**src/verilog/card_host_pkg.sv**
```systemverilog
/*
 * Constants and types shared by the card host configuration register slice.
 * Assumes a 32-bit Avalon-MM slave port that decodes full byte addresses.
 */
package card_host_pkg;
   // register byte addresses
   localparam logic [31:0] ADDR_CONTROL = 32'h1800_0000;
   localparam logic [31:0] ADDR_CLKDIV = 32'h1800_0008;
   localparam logic [31:0] ADDR_CLOCK_SOURCE = 32'h1800_000C;
   localparam logic [31:0] ADDR_CLOCK_ENABLE = 32'h1800_0010;
   localparam logic [31:0] ADDR_TIMEOUT = 32'h1800_0014;
   localparam logic [31:0] ADDR_BUS_WIDTH = 32'h1800_0018;
   localparam logic [31:0] ADDR_BLOCK_SIZE = 32'h1800_001C;
   localparam logic [31:0] ADDR_BYTE_COUNT = 32'h1800_0020;
   localparam logic [31:0] ADDR_INT_MASK = 32'h1800_0024;

   // writable bits of each register; the rest read as zero
   localparam logic [31:0] WMASK_CONTROL = 32'h0000_0010;
   localparam logic [31:0] WMASK_CLKDIV = 32'h0000_00FF;
   localparam logic [31:0] WMASK_CLOCK_SOURCE = 32'h0000_0003;
   localparam logic [31:0] WMASK_CLOCK_ENABLE = 32'h0001_0001;
   localparam logic [31:0] WMASK_TIMEOUT = 32'hFFFF_FFFF;
   localparam logic [31:0] WMASK_BUS_WIDTH = 32'h0001_0001;
   localparam logic [31:0] WMASK_BLOCK_SIZE = 32'h0000_FFFF;
   localparam logic [31:0] WMASK_BYTE_COUNT = 32'hFFFF_FFFF;
   localparam logic [31:0] WMASK_INT_MASK = 32'h0001_FFFF;

   // reset values
   localparam logic [31:0] RST_ZERO = 32'h0000_0000;
   localparam logic [31:0] RST_TIMEOUT = 32'hFFFF_FF40;
   localparam logic [31:0] RST_BLOCK_SIZE = 32'h0000_0200;
   localparam logic [31:0] RST_BYTE_COUNT = 32'h0000_0200;

   // field positions
   localparam int GLOBAL_INT_BIT = 4;
   localparam int CLK_ENABLE_BIT = 0;
   localparam int LOW_POWER_BIT = 16;
   localparam int WIDE_BUS_BIT = 16;
   localparam int FOUR_BIT_BIT = 0;
   localparam int SDIO_MASK_BIT = 16;
   localparam int DIV_MSB = 7;
   localparam int RESP_TMO_MSB = 7;
   localparam int DATA_TMO_LSB = 8;
   localparam int DATA_TMO_MSB = 31;
   localparam int BLOCK_SIZE_MSB = 15;
   localparam int MASK_MSB = 16;

   typedef enum logic [1:0] {
      BUS_1BIT = 2'h0,
      BUS_4BIT = 2'h1,
      BUS_8BIT = 2'h2
   } bus_width_t;

   // avalon-mm request from the master
   typedef struct packed {
      logic read;
      logic write;
      logic [31:0] address;
      logic [31:0] writedata;
      logic [3:0] byteenable;
   } avmm_req_t;

   // interrupt mask register fields, msb first
   typedef struct packed {
      logic sdio_irq_mask;
      logic end_bit_error_mask;
      logic auto_command_done_mask;
      logic start_bit_error_mask;
      logic locked_write_error_mask;
      logic fifo_run_error_mask;
      logic starvation_timeout_mask;
      logic data_read_timeout_mask;
      logic response_timeout_mask;
      logic data_crc_error_mask;
      logic response_crc_error_mask;
      logic receive_fifo_request_mask;
      logic [4:0] low_source_mask;
   } int_mask_t;
endpackage

```
**src/verilog/card_host_config_regs.sv**
```systemverilog
/*
 * Card host configuration registers: clock control, timeouts, bus width,
 * block size, byte count and interrupt masks, on an Avalon-MM slave.
 * Assumes the command engine supplies idle, wait levels and pending events.
 */
module card_host_config_regs
   import card_host_pkg::*;
(
   // clock and reset
   input wire logic ref_clk,
   input wire logic sys_rst,
   // avalon-mm slave
   input card_host_pkg::avmm_req_t avs_req,
   output logic [31:0] avs_readdata,
   output logic avs_waitrequest,
   // command engine status
   input wire logic card_idle,
   input wire logic resp_wait,
   input wire logic read_wait,
   input wire logic starve_wait,
   input wire logic [15:0] pending_events,
   // card pin
   input wire logic sdio_irq_n,
   // card side
   output logic cclk_out,
   output card_host_pkg::bus_width_t card_bus_width,
   // transfer setup
   output logic [BLOCK_SIZE_MSB:0] block_length,
   output logic [31:0] byte_total,
   output logic open_ended,
   // detected events
   output logic resp_timeout,
   output logic data_read_timeout,
   output logic starve_timeout,
   output logic sdio_irq_seen,
   output logic irq
);
   import card_host_pkg::*;

   logic [31:0] control;
   logic [31:0] clock_divider;
   logic [31:0] clock_source_select;
   logic [31:0] card_clock_enable;
   logic [31:0] timeout_config;
   logic [31:0] card_bus_width_reg;
   logic [31:0] block_size;
   logic [31:0] transfer_byte_count;
   logic [31:0] interrupt_mask;
   logic [31:0] next_readdata;
   logic write_take;
   logic clk_run;
   logic cclk_tick;
   logic sdio_meta;
   logic sdio_sync;
   logic [MASK_MSB:0] pending;
   int_mask_t mask_fields;

   // writable bits per address; unmapped addresses have none
   function automatic logic [31:0] wmask_of(input logic [31:0] a);
      unique case (a)
         ADDR_CONTROL: wmask_of = WMASK_CONTROL;
         ADDR_CLKDIV: wmask_of = WMASK_CLKDIV;
         ADDR_CLOCK_SOURCE: wmask_of = WMASK_CLOCK_SOURCE;
         ADDR_CLOCK_ENABLE: wmask_of = WMASK_CLOCK_ENABLE;
         ADDR_TIMEOUT: wmask_of = WMASK_TIMEOUT;
         ADDR_BUS_WIDTH: wmask_of = WMASK_BUS_WIDTH;
         ADDR_BLOCK_SIZE: wmask_of = WMASK_BLOCK_SIZE;
         ADDR_BYTE_COUNT: wmask_of = WMASK_BYTE_COUNT;
         ADDR_INT_MASK: wmask_of = WMASK_INT_MASK;
         default: wmask_of = RST_ZERO;
      endcase
   endfunction

   // byte-lane merge that never touches reserved bits
   function automatic logic [31:0] merge(input logic [31:0] old, input logic [31:0] wd,
                                         input logic [3:0] be, input logic [31:0] wm);
      logic [31:0] m;
      m = {{8{be[3]}}, {8{be[2]}}, {8{be[1]}}, {8{be[0]}}} & wm;
      merge = (old & ~m) | (wd & m);
   endfunction

   // bus handshake: one wait cycle, then the answer for one cycle
   always_ff @(posedge ref_clk) begin
      if (sys_rst) begin
         avs_waitrequest <= 1'b1;
      end else if ((avs_req.read || avs_req.write) && avs_waitrequest) begin
         avs_waitrequest <= 1'b0;
      end else begin
         avs_waitrequest <= 1'b1;
      end
   end

   assign write_take = avs_req.write && !avs_waitrequest;

   always_comb begin
      unique case (avs_req.address)
         ADDR_CONTROL: next_readdata = control;
         ADDR_CLKDIV: next_readdata = clock_divider;
         ADDR_CLOCK_SOURCE: next_readdata = clock_source_select;
         ADDR_CLOCK_ENABLE: next_readdata = card_clock_enable;
         ADDR_TIMEOUT: next_readdata = timeout_config;
         ADDR_BUS_WIDTH: next_readdata = card_bus_width_reg;
         ADDR_BLOCK_SIZE: next_readdata = block_size;
         ADDR_BYTE_COUNT: next_readdata = transfer_byte_count;
         ADDR_INT_MASK: next_readdata = interrupt_mask;
         default: next_readdata = RST_ZERO;
      endcase
   end

   always_ff @(posedge ref_clk) begin
      if (sys_rst) begin
         avs_readdata <= RST_ZERO;
      end else if (avs_req.read && avs_waitrequest) begin
         avs_readdata <= next_readdata & wmask_of(avs_req.address);
      end
   end

   // register file; a write lands at the edge where waitrequest is low
   always_ff @(posedge ref_clk) begin
      if (sys_rst) begin
         control <= RST_ZERO;
         clock_divider <= RST_ZERO;
         clock_source_select <= RST_ZERO;
         card_clock_enable <= RST_ZERO;
         timeout_config <= RST_TIMEOUT;
         card_bus_width_reg <= RST_ZERO;
         block_size <= RST_BLOCK_SIZE;
         transfer_byte_count <= RST_BYTE_COUNT;
         interrupt_mask <= RST_ZERO;
      end else if (write_take) begin
         unique case (avs_req.address)
            ADDR_CONTROL: control <= merge(control, avs_req.writedata,
                                           avs_req.byteenable, WMASK_CONTROL);
            ADDR_CLKDIV: clock_divider <= merge(clock_divider, avs_req.writedata,
                                                avs_req.byteenable, WMASK_CLKDIV);
            // only source zero exists; the field is kept for readback
            ADDR_CLOCK_SOURCE: clock_source_select <= merge(clock_source_select,
                  avs_req.writedata, avs_req.byteenable, WMASK_CLOCK_SOURCE);
            ADDR_CLOCK_ENABLE: card_clock_enable <= merge(card_clock_enable,
                  avs_req.writedata, avs_req.byteenable, WMASK_CLOCK_ENABLE);
            ADDR_TIMEOUT: timeout_config <= merge(timeout_config, avs_req.writedata,
                  avs_req.byteenable, WMASK_TIMEOUT);
            ADDR_BUS_WIDTH: card_bus_width_reg <= merge(card_bus_width_reg,
                  avs_req.writedata, avs_req.byteenable, WMASK_BUS_WIDTH);
            ADDR_BLOCK_SIZE: block_size <= merge(block_size, avs_req.writedata,
                  avs_req.byteenable, WMASK_BLOCK_SIZE);
            ADDR_BYTE_COUNT: transfer_byte_count <= merge(transfer_byte_count,
                  avs_req.writedata, avs_req.byteenable, WMASK_BYTE_COUNT);
            ADDR_INT_MASK: interrupt_mask <= merge(interrupt_mask, avs_req.writedata,
                  avs_req.byteenable, WMASK_INT_MASK);
            default: ;
         endcase
      end
   end

   // card clock gating, registered so the divider sees a clean level
   always_ff @(posedge ref_clk) begin
      if (sys_rst) begin
         clk_run <= 1'b0;
      end else begin
         clk_run <= card_clock_enable[CLK_ENABLE_BIT]
            && !(card_clock_enable[LOW_POWER_BIT] && card_idle);
      end
   end

   card_clock_gen u_clock_gen (
      .ref_clk(ref_clk),
      .sys_rst(sys_rst),
      .run(clk_run),
      .divider(clock_divider[DIV_MSB:0]),
      .cclk_out(cclk_out),
      .tick(cclk_tick)
   );

   // timeouts count card clock cycles, so a stopped clock stops them too
   timeout_timer #(.W(RESP_TMO_MSB + 1)) u_resp_timer (
      .ref_clk(ref_clk),
      .sys_rst(sys_rst),
      .run(resp_wait),
      .tick(cclk_tick),
      .limit(timeout_config[RESP_TMO_MSB:0]),
      .expired(resp_timeout)
   );

   timeout_timer #(.W(DATA_TMO_MSB - DATA_TMO_LSB + 1)) u_read_timer (
      .ref_clk(ref_clk),
      .sys_rst(sys_rst),
      .run(read_wait),
      .tick(cclk_tick),
      .limit(timeout_config[DATA_TMO_MSB:DATA_TMO_LSB]),
      .expired(data_read_timeout)
   );

   timeout_timer #(.W(DATA_TMO_MSB - DATA_TMO_LSB + 1)) u_starve_timer (
      .ref_clk(ref_clk),
      .sys_rst(sys_rst),
      .run(starve_wait),
      .tick(cclk_tick),
      .limit(timeout_config[DATA_TMO_MSB:DATA_TMO_LSB]),
      .expired(starve_timeout)
   );

   // bus width decode
   always_ff @(posedge ref_clk) begin
      if (sys_rst) begin
         card_bus_width <= BUS_1BIT;
      end else if (card_bus_width_reg[WIDE_BUS_BIT]) begin
         card_bus_width <= BUS_8BIT;
      end else if (card_bus_width_reg[FOUR_BIT_BIT]) begin
         card_bus_width <= BUS_4BIT;
      end else begin
         card_bus_width <= BUS_1BIT;
      end
   end

   // transfer setup
   always_ff @(posedge ref_clk) begin
      if (sys_rst) begin
         open_ended <= 1'b0;
      end else begin
         open_ended <= (transfer_byte_count == RST_ZERO);
      end
   end

   assign block_length = block_size[BLOCK_SIZE_MSB:0];
   assign byte_total = transfer_byte_count;

   // sdio interrupt pin: two flops before any logic looks at it
   always_ff @(posedge ref_clk) begin
      if (sys_rst) begin
         sdio_meta <= 1'b1;
         sdio_sync <= 1'b1;
      end else begin
         sdio_meta <= sdio_irq_n;
         sdio_sync <= sdio_meta;
      end
   end

   assign mask_fields = interrupt_mask[MASK_MSB:0];

   always_ff @(posedge ref_clk) begin
      if (sys_rst) begin
         sdio_irq_seen <= 1'b0;
      end else begin
         sdio_irq_seen <= mask_fields.sdio_irq_mask && !sdio_sync;
      end
   end

   // interrupt output; field order in int_mask_t fixes the bit mapping
   assign pending = {sdio_irq_seen, pending_events} & mask_fields;

   always_ff @(posedge ref_clk) begin
      if (sys_rst) begin
         irq <= 1'b0;
      end else begin
         irq <= control[GLOBAL_INT_BIT] && (|pending);
      end
   end

   chk_clock_off: assert property (@(posedge ref_clk) disable iff (sys_rst)
      !card_clock_enable[CLK_ENABLE_BIT] |=> ##1 !cclk_out)
      else $error("card clock running while disabled");

   chk_idle_gating: assert property (@(posedge ref_clk) disable iff (sys_rst)
      (card_clock_enable[LOW_POWER_BIT] && card_idle) |=> ##1 !cclk_out)
      else $error("card clock not stopped in low-power idle");

   chk_wide_bus: assert property (@(posedge ref_clk) disable iff (sys_rst)
      card_bus_width_reg[WIDE_BUS_BIT] |=> card_bus_width == BUS_8BIT)
      else $error("eight-bit bus not selected");

   chk_narrow_bus: assert property (@(posedge ref_clk) disable iff (sys_rst)
      !card_bus_width_reg[WIDE_BUS_BIT] |=> card_bus_width ==
         ($past(card_bus_width_reg[FOUR_BIT_BIT]) ? BUS_4BIT : BUS_1BIT))
      else $error("narrow bus width wrong");

   chk_open_ended: assert property (@(posedge ref_clk) disable iff (sys_rst)
      (transfer_byte_count == RST_ZERO) |=> open_ended)
      else $error("zero byte count not flagged open-ended");

   chk_sdio_disable: assert property (@(posedge ref_clk) disable iff (sys_rst)
      !mask_fields.sdio_irq_mask |=> !sdio_irq_seen)
      else $error("sdio interrupt detected while masked");

   chk_irq_gate: assert property (@(posedge ref_clk) disable iff (sys_rst)
      irq |-> $past(control[GLOBAL_INT_BIT]) && $past(|pending))
      else $error("interrupt without enable or unmasked source");

   chk_irq_raise: assert property (@(posedge ref_clk) disable iff (sys_rst)
      (control[GLOBAL_INT_BIT] && (|(pending_events & interrupt_mask[15:0]))) |=> irq)
      else $error("unmasked pending source did not raise interrupt");

   chk_reserved_zero: assert property (@(posedge ref_clk) disable iff (sys_rst)
      (avs_req.read && !avs_waitrequest) |-> (avs_readdata & ~wmask_of(avs_req.address)) == '0)
      else $error("reserved bits read non-zero");

   chk_block_size_write: assert property (@(posedge ref_clk) disable iff (sys_rst)
      (write_take && avs_req.address == ADDR_BLOCK_SIZE && avs_req.byteenable == 4'hF)
      |=> block_length == $past(avs_req.writedata[BLOCK_SIZE_MSB:0]) && block_size[31:16] == '0)
      else $error("block size write did not land");

endmodule // card_host_config_regs

```
**src/verilog/card_clock_gen.sv**
```systemverilog
/*
 * Card output clock generator: divides ref_clk by twice the divider value, a zero divider counting as one.
 * Assumes run comes from a flop on the same clock.
 */
module card_clock_gen
   import card_host_pkg::*;
(
   // clock and reset
   input wire logic ref_clk,
   input wire logic sys_rst,
   // control
   input wire logic run,
   input wire logic [DIV_MSB:0] divider,
   // card clock
   output logic cclk_out,
   output logic tick
);
   logic [DIV_MSB:0] count;
   logic [DIV_MSB:0] half;

   // zero is treated as one; the fastest a flop can toggle is half of ref_clk
   assign half = (divider == '0) ? {{DIV_MSB{1'b0}}, 1'b1} : divider;

   always_ff @(posedge ref_clk) begin
      if (sys_rst || !run) begin
         // parked low at once; the last high phase may be short
         count <= '0;
         cclk_out <= 1'b0;
         tick <= 1'b0;
      end else if (count + 1'b1 >= half) begin
         count <= '0;
         cclk_out <= !cclk_out;
         tick <= !cclk_out;
      end else begin
         count <= count + 1'b1;
         tick <= 1'b0;
      end
   end

   chk_half_period: assert property (@(posedge ref_clk) disable iff (sys_rst)
      (run && $past(run) && $changed(cclk_out) && $stable(divider) && divider > 8'h01)
         |=> $stable(cclk_out) [*1])
      else $error("card clock half period too short");

endmodule // card_clock_gen

```
**src/verilog/timeout_timer.sv**
```systemverilog
/*
 * Timeout counter that counts card clock ticks while run is high.
 * Assumes tick is a one-cycle pulse per card clock rising edge.
 */
module timeout_timer #(
   parameter int W = 8
) (
   // clock and reset
   input wire logic ref_clk,
   input wire logic sys_rst,
   // control
   input wire logic run,
   input wire logic tick,
   input wire logic [W-1:0] limit,
   // result
   output logic expired
);
   logic [W:0] count;
   logic done;

   always_ff @(posedge ref_clk) begin
      if (sys_rst || !run) begin
         count <= '0;
         done <= 1'b0;
         expired <= 1'b0;
      end else begin
         expired <= 1'b0;
         if (tick && !done) begin
            if (count + 1'b1 >= {1'b0, limit}) begin
               expired <= 1'b1;
               done <= 1'b1;
            end else begin
               count <= count + 1'b1;
            end
         end
      end
   end

   chk_expiry_count: assert property (@(posedge ref_clk) disable iff (sys_rst)
      $rose(expired) |-> ($past(count) + 1'b1 >= {1'b0, $past(limit)}) && $past(tick))
      else $error("timeout fired before its count");

endmodule // timeout_timer

```
**config.mk**
```make
export PLATFORM = sky130hd
export DESIGN_NAME = card_host_config_regs
export DESIGN_NICKNAME = d
export VERILOG_FILES = /design/src/verilog/card_host_pkg.sv /design/src/verilog/card_host_config_regs.sv /design/src/verilog/card_clock_gen.sv /design/src/verilog/timeout_timer.sv
export SDC_FILE = /design/constraint.sdc
export NUM_CORES = 1
export LEC_CHECK = 0
export BUFFER_PORTS_ARGS = -buffer_cell sky130_fd_sc_hd__clkbuf_2
export CORE_MARGIN = 2
export CORE_UTILIZATION = 25
export DETAILED_ROUTE_END_ITERATION = 8
export HOLD_SLACK_MARGIN = 0.1
export MAX_ROUTING_LAYER = met4
export SKIP_LAST_GASP = 1
export SYNTH_ARGS = -nofsm -noshare
export SYNTH_HDL_FRONTEND = slang
export SYNTH_SLANG_ARGS = --single-unit
```
**constraint.sdc**
```tcl
create_clock -name ref_clk -period 5.1 [get_ports ref_clk]
set_clock_uncertainty 0.05 [all_clocks]
set_input_delay 0.51 -clock ref_clk [delete_from_list [all_inputs] [get_ports ref_clk]]
set_output_delay 0.51 -clock ref_clk [all_outputs]
set_load 0.02 [all_outputs]
```
==> reports/metrics.yaml <==
outcome:
  status: "complete, no violations"
cells_and_area:
  seq_area_sq_mm: 0.00456
  fin_cells: 2178
  final_nets: 1711
  layout-drive-gt1-share_pct: 18.2
  n_fill_cell: 4939
  multi_input_area_sq_mm: 0.00670
  area_growth_pct: 21.1
worst_setup_path:
  end_kind: "flip-flop"
  slowest_stage: "or3_1"
  arrival_ns: 4.99
  worstPathRequired_ns: 5.53
  setup.worst_path.class: "flip-flop to flip-flop"
  crit_fanout: 20
  cpPeakStageDelay_ns: 0.47
  crit_path_cell_trace: "ha_1 > nand3_2 > or3_1 > or3_4 > or2_0 > nor2_1 > xnor2_1 > ha_1 > nand4_1 > nor4_1 > a221oi_1 > nand3_1 > nand4bb_4 > buf_4 > or3_1 > a21oi_1"
  critical_path.top_delay_family: "simple AND/OR/NAND/NOR gates"
  cp_num_buf_inv: 1
  start_kind: "flip-flop"
power_and_ir_drop:
  power_density_mw_per_mm2: 286
  ir_drop_v: 0.000347
  power_leakage_uw: 0.00574
clock_tree:
  h-tree-depth: 1
  cts_repair_resize_count: 0
  max-clock-path-buffers: 3
  cts_setup_buffers: 0
  insertion_delay_ns: 0.56
  cts_tree: "yes"
  clk_pin_slew_ns: 0.06
  cts_buffers: 27
  cts_root_buffer: "clkbuf_16"
  hold_buffers: 0
  clock_sinks: 228
detailed_routing:
  post-route-drc-count: 0
  first_pass_iters: 7
  finalWirelength_mm: 40.1
  num_vias: 11188
  avgViaCountPerCell: 5.14
  ant_nets: 0
  wire_per_inst_um: 18.4
  initialDrtViolationCount: 778
synth:
  synth.largest_area_cell: "dfxtp_1"
  async_flop_share_pct: 0
  synth_top_area_share_pct: 38.8
  syn_avg_cell_area_sq_um: 8.48
  synth_edf_count: 0
  synth_mux_area_share_pct: 3.19
  synth_fp_nets: 1547
  synth-simple-area-share_pct: 24.1
  ys_top_cells_by_area: "dfxtp_1, ha_1, nand2_1"
  ys_seq_area_share_pct: 38.8
  synth_ff_type: "dfxtp_1"
  netlist_area_sq_mm: 0.0118
  ys_ff_latch: 228
  synth_fa_ha_area_share_pct: 7.24
  ys_types: 68
  synth_compound_area_share_pct: 17.7
  synthCells: 1386
  synth_xor_area_share_pct: 4.62
  synth_top_family_by_area: "simple AND/OR/NAND/NOR gates"
  yosys_warnings: 0
floorplanning:
  pin_count: 183
  die-area_sq_mm: 0.0488
  die_x_um: 221
  row_count: 79
  die_h_um: 221
  start_util_pct: 25.3
  core_area_sq_mm: 0.0465
global_routing:
  met1_usage_pct: 20.1
  grt_busiest_layer: "met2"
  grt_pass1_vias: 10534
  grt_remaining_overflow: 0
  grt_pass1_wl_mm: 61.7
  grt_max_degree: 61
  use_met3_pct: 2.39
  grt.met2_usage_pct: 26.7
  grtUsageTotal_pct: 16.3
  antenna_found_initial: 1
sta:
  max_freq_mhz: 219
  rsz0062_at_grt: "false"
  hold_viol: 0
  slew_headroom_pct: 18.6
  setup_ws_ns: 0.531
  fin_crit_ns: 4.57
  fin_crit_sh_pct: 89.6
  finalMaxSlewViolations: 0
  setup_violations: 0
  worst_pin_slew_ns: 1.21
  fin_setup_tns_ns: 0
worst_hold_path:
  hold_class: "primary input to flip-flop"
placement:
  gp_congestion: 0.877
  hpwl_mm: 30.5
  post-place-ws_ns: 0.180
  port_buffers: 182
  dp_cells: 2128
flow_run:
  drv_cap: 0
-- path summary, 6_finish.rpt --
path                      startpoint                       to  cells past startpoint  slack [ns]
max          u_starve_timer.count[0]  u_starve_timer.count[4]                     16        0.53
min reg2reg                sdio_sync            sdio_irq_seen                      1        0.37
min                        card_idle                  clk_run                      2        0.13
max reg2reg  u_starve_timer.count[0]  u_starve_timer.count[4]                     16        0.53
-- power breakdown --
group	total (uW)	leakage, uW	internal, uW	switching (uW)
clock network	2080	0.000469	1270	814
registers	1800	0.00184	1790	8.92
logic	178	0.00343	54.0	124
-- through the flow --
| step | utilization (%) | area [sq um] | power, uW | hold WS, ns |
|---|---|---|---|---|
| after global placement | 28.5 | 13300 | 2020 | 0.346 |
| after detailed placement | 28.5 | 13300 | 2020 | 0.355 |
| final | 30.6 | 14200 | 4060 | 0.131 |
| after floorplan | - | 11800 | 1920 | 0.323 |
| after CTS | 30.6 | 14200 | 4100 | 0.104 |
| after global routing | 30.6 | 14200 | 4180 | 0.112 |
-- logic make-up (layout without fill, tap and decap cells) --
| family | after synthesis | in the layout |
|---|---|---|
| AND/OR/NAND/NOR | 548 | 548 |
| AO/OA/AOI/OAI | 324 | 324 |
| flip-flops | 228 | 228 |
| buffers and inverters | 120 | 304 |
| adder cells (fa/ha/maj) | 68 | 68 |
| XOR/XNOR | 62 | 62 |
| multiplexers | 36 | 36 |
| other | 0 | 1 |
-- final cells by class --
type	count	share of cell area (%)
Timing Repair Buffer	198	7.26
Clock inverter	11	1.27
Inverter	57	1.50
Sequential cell	228	32.1
Antenna cell	1	0.0176
Tap cell	607	5.34
Multi-Input combinational cell	1038	47.1
Clock buffer	38	5.46
-- routing by layer --
metal | routed length (um) | part of all wire, %
met5 | 0 | 0
met4 | 1530 | 3.8
met3 | 2150 | 5.4
met2 | 19200 | 48
met1 | 17200 | 43
-- cells in the mapped netlist (all sizes together) (23+ instances only) --
cell	instances
dfxtp	228
nand2	201
a21oi	133
nor2	74
ha	68
nand3	63
inv	56
xnor2	43
o21ai	42
clkbuf	40
nor3	35
or3	33
o211ai	32
or4	27
mux2i	24
buf	23
o31ai	23
-- placed cells by master, fill, tap and decap left out, drive strengths merged, types with 3 or more instances in the layout --
cell and n:
a211oi 5, a22oi 16, a222oi 11, o21ai 42, and3 17, dfxtp 228
nor4b 4, o211ai 32, a221o 5, nand3 63, a21oi 133, and2 8
mux2i 24, or3 33, nor2b 13, nand2 201, a221oi 19, ha 68
nor2 74, o41ai 5, o31ai 23, nand4 22, or4 27, or2 13
nand3b 3, nor3 35, xor2 19, inv 58, buf 17, clkbuf 219
nand2b 7, bufinv 4, mux2 12, a21o 14, xnor2 43, nor4 21
and4 4, clkinv 5
Note: power is estimated with default switching activity, not from simulation.
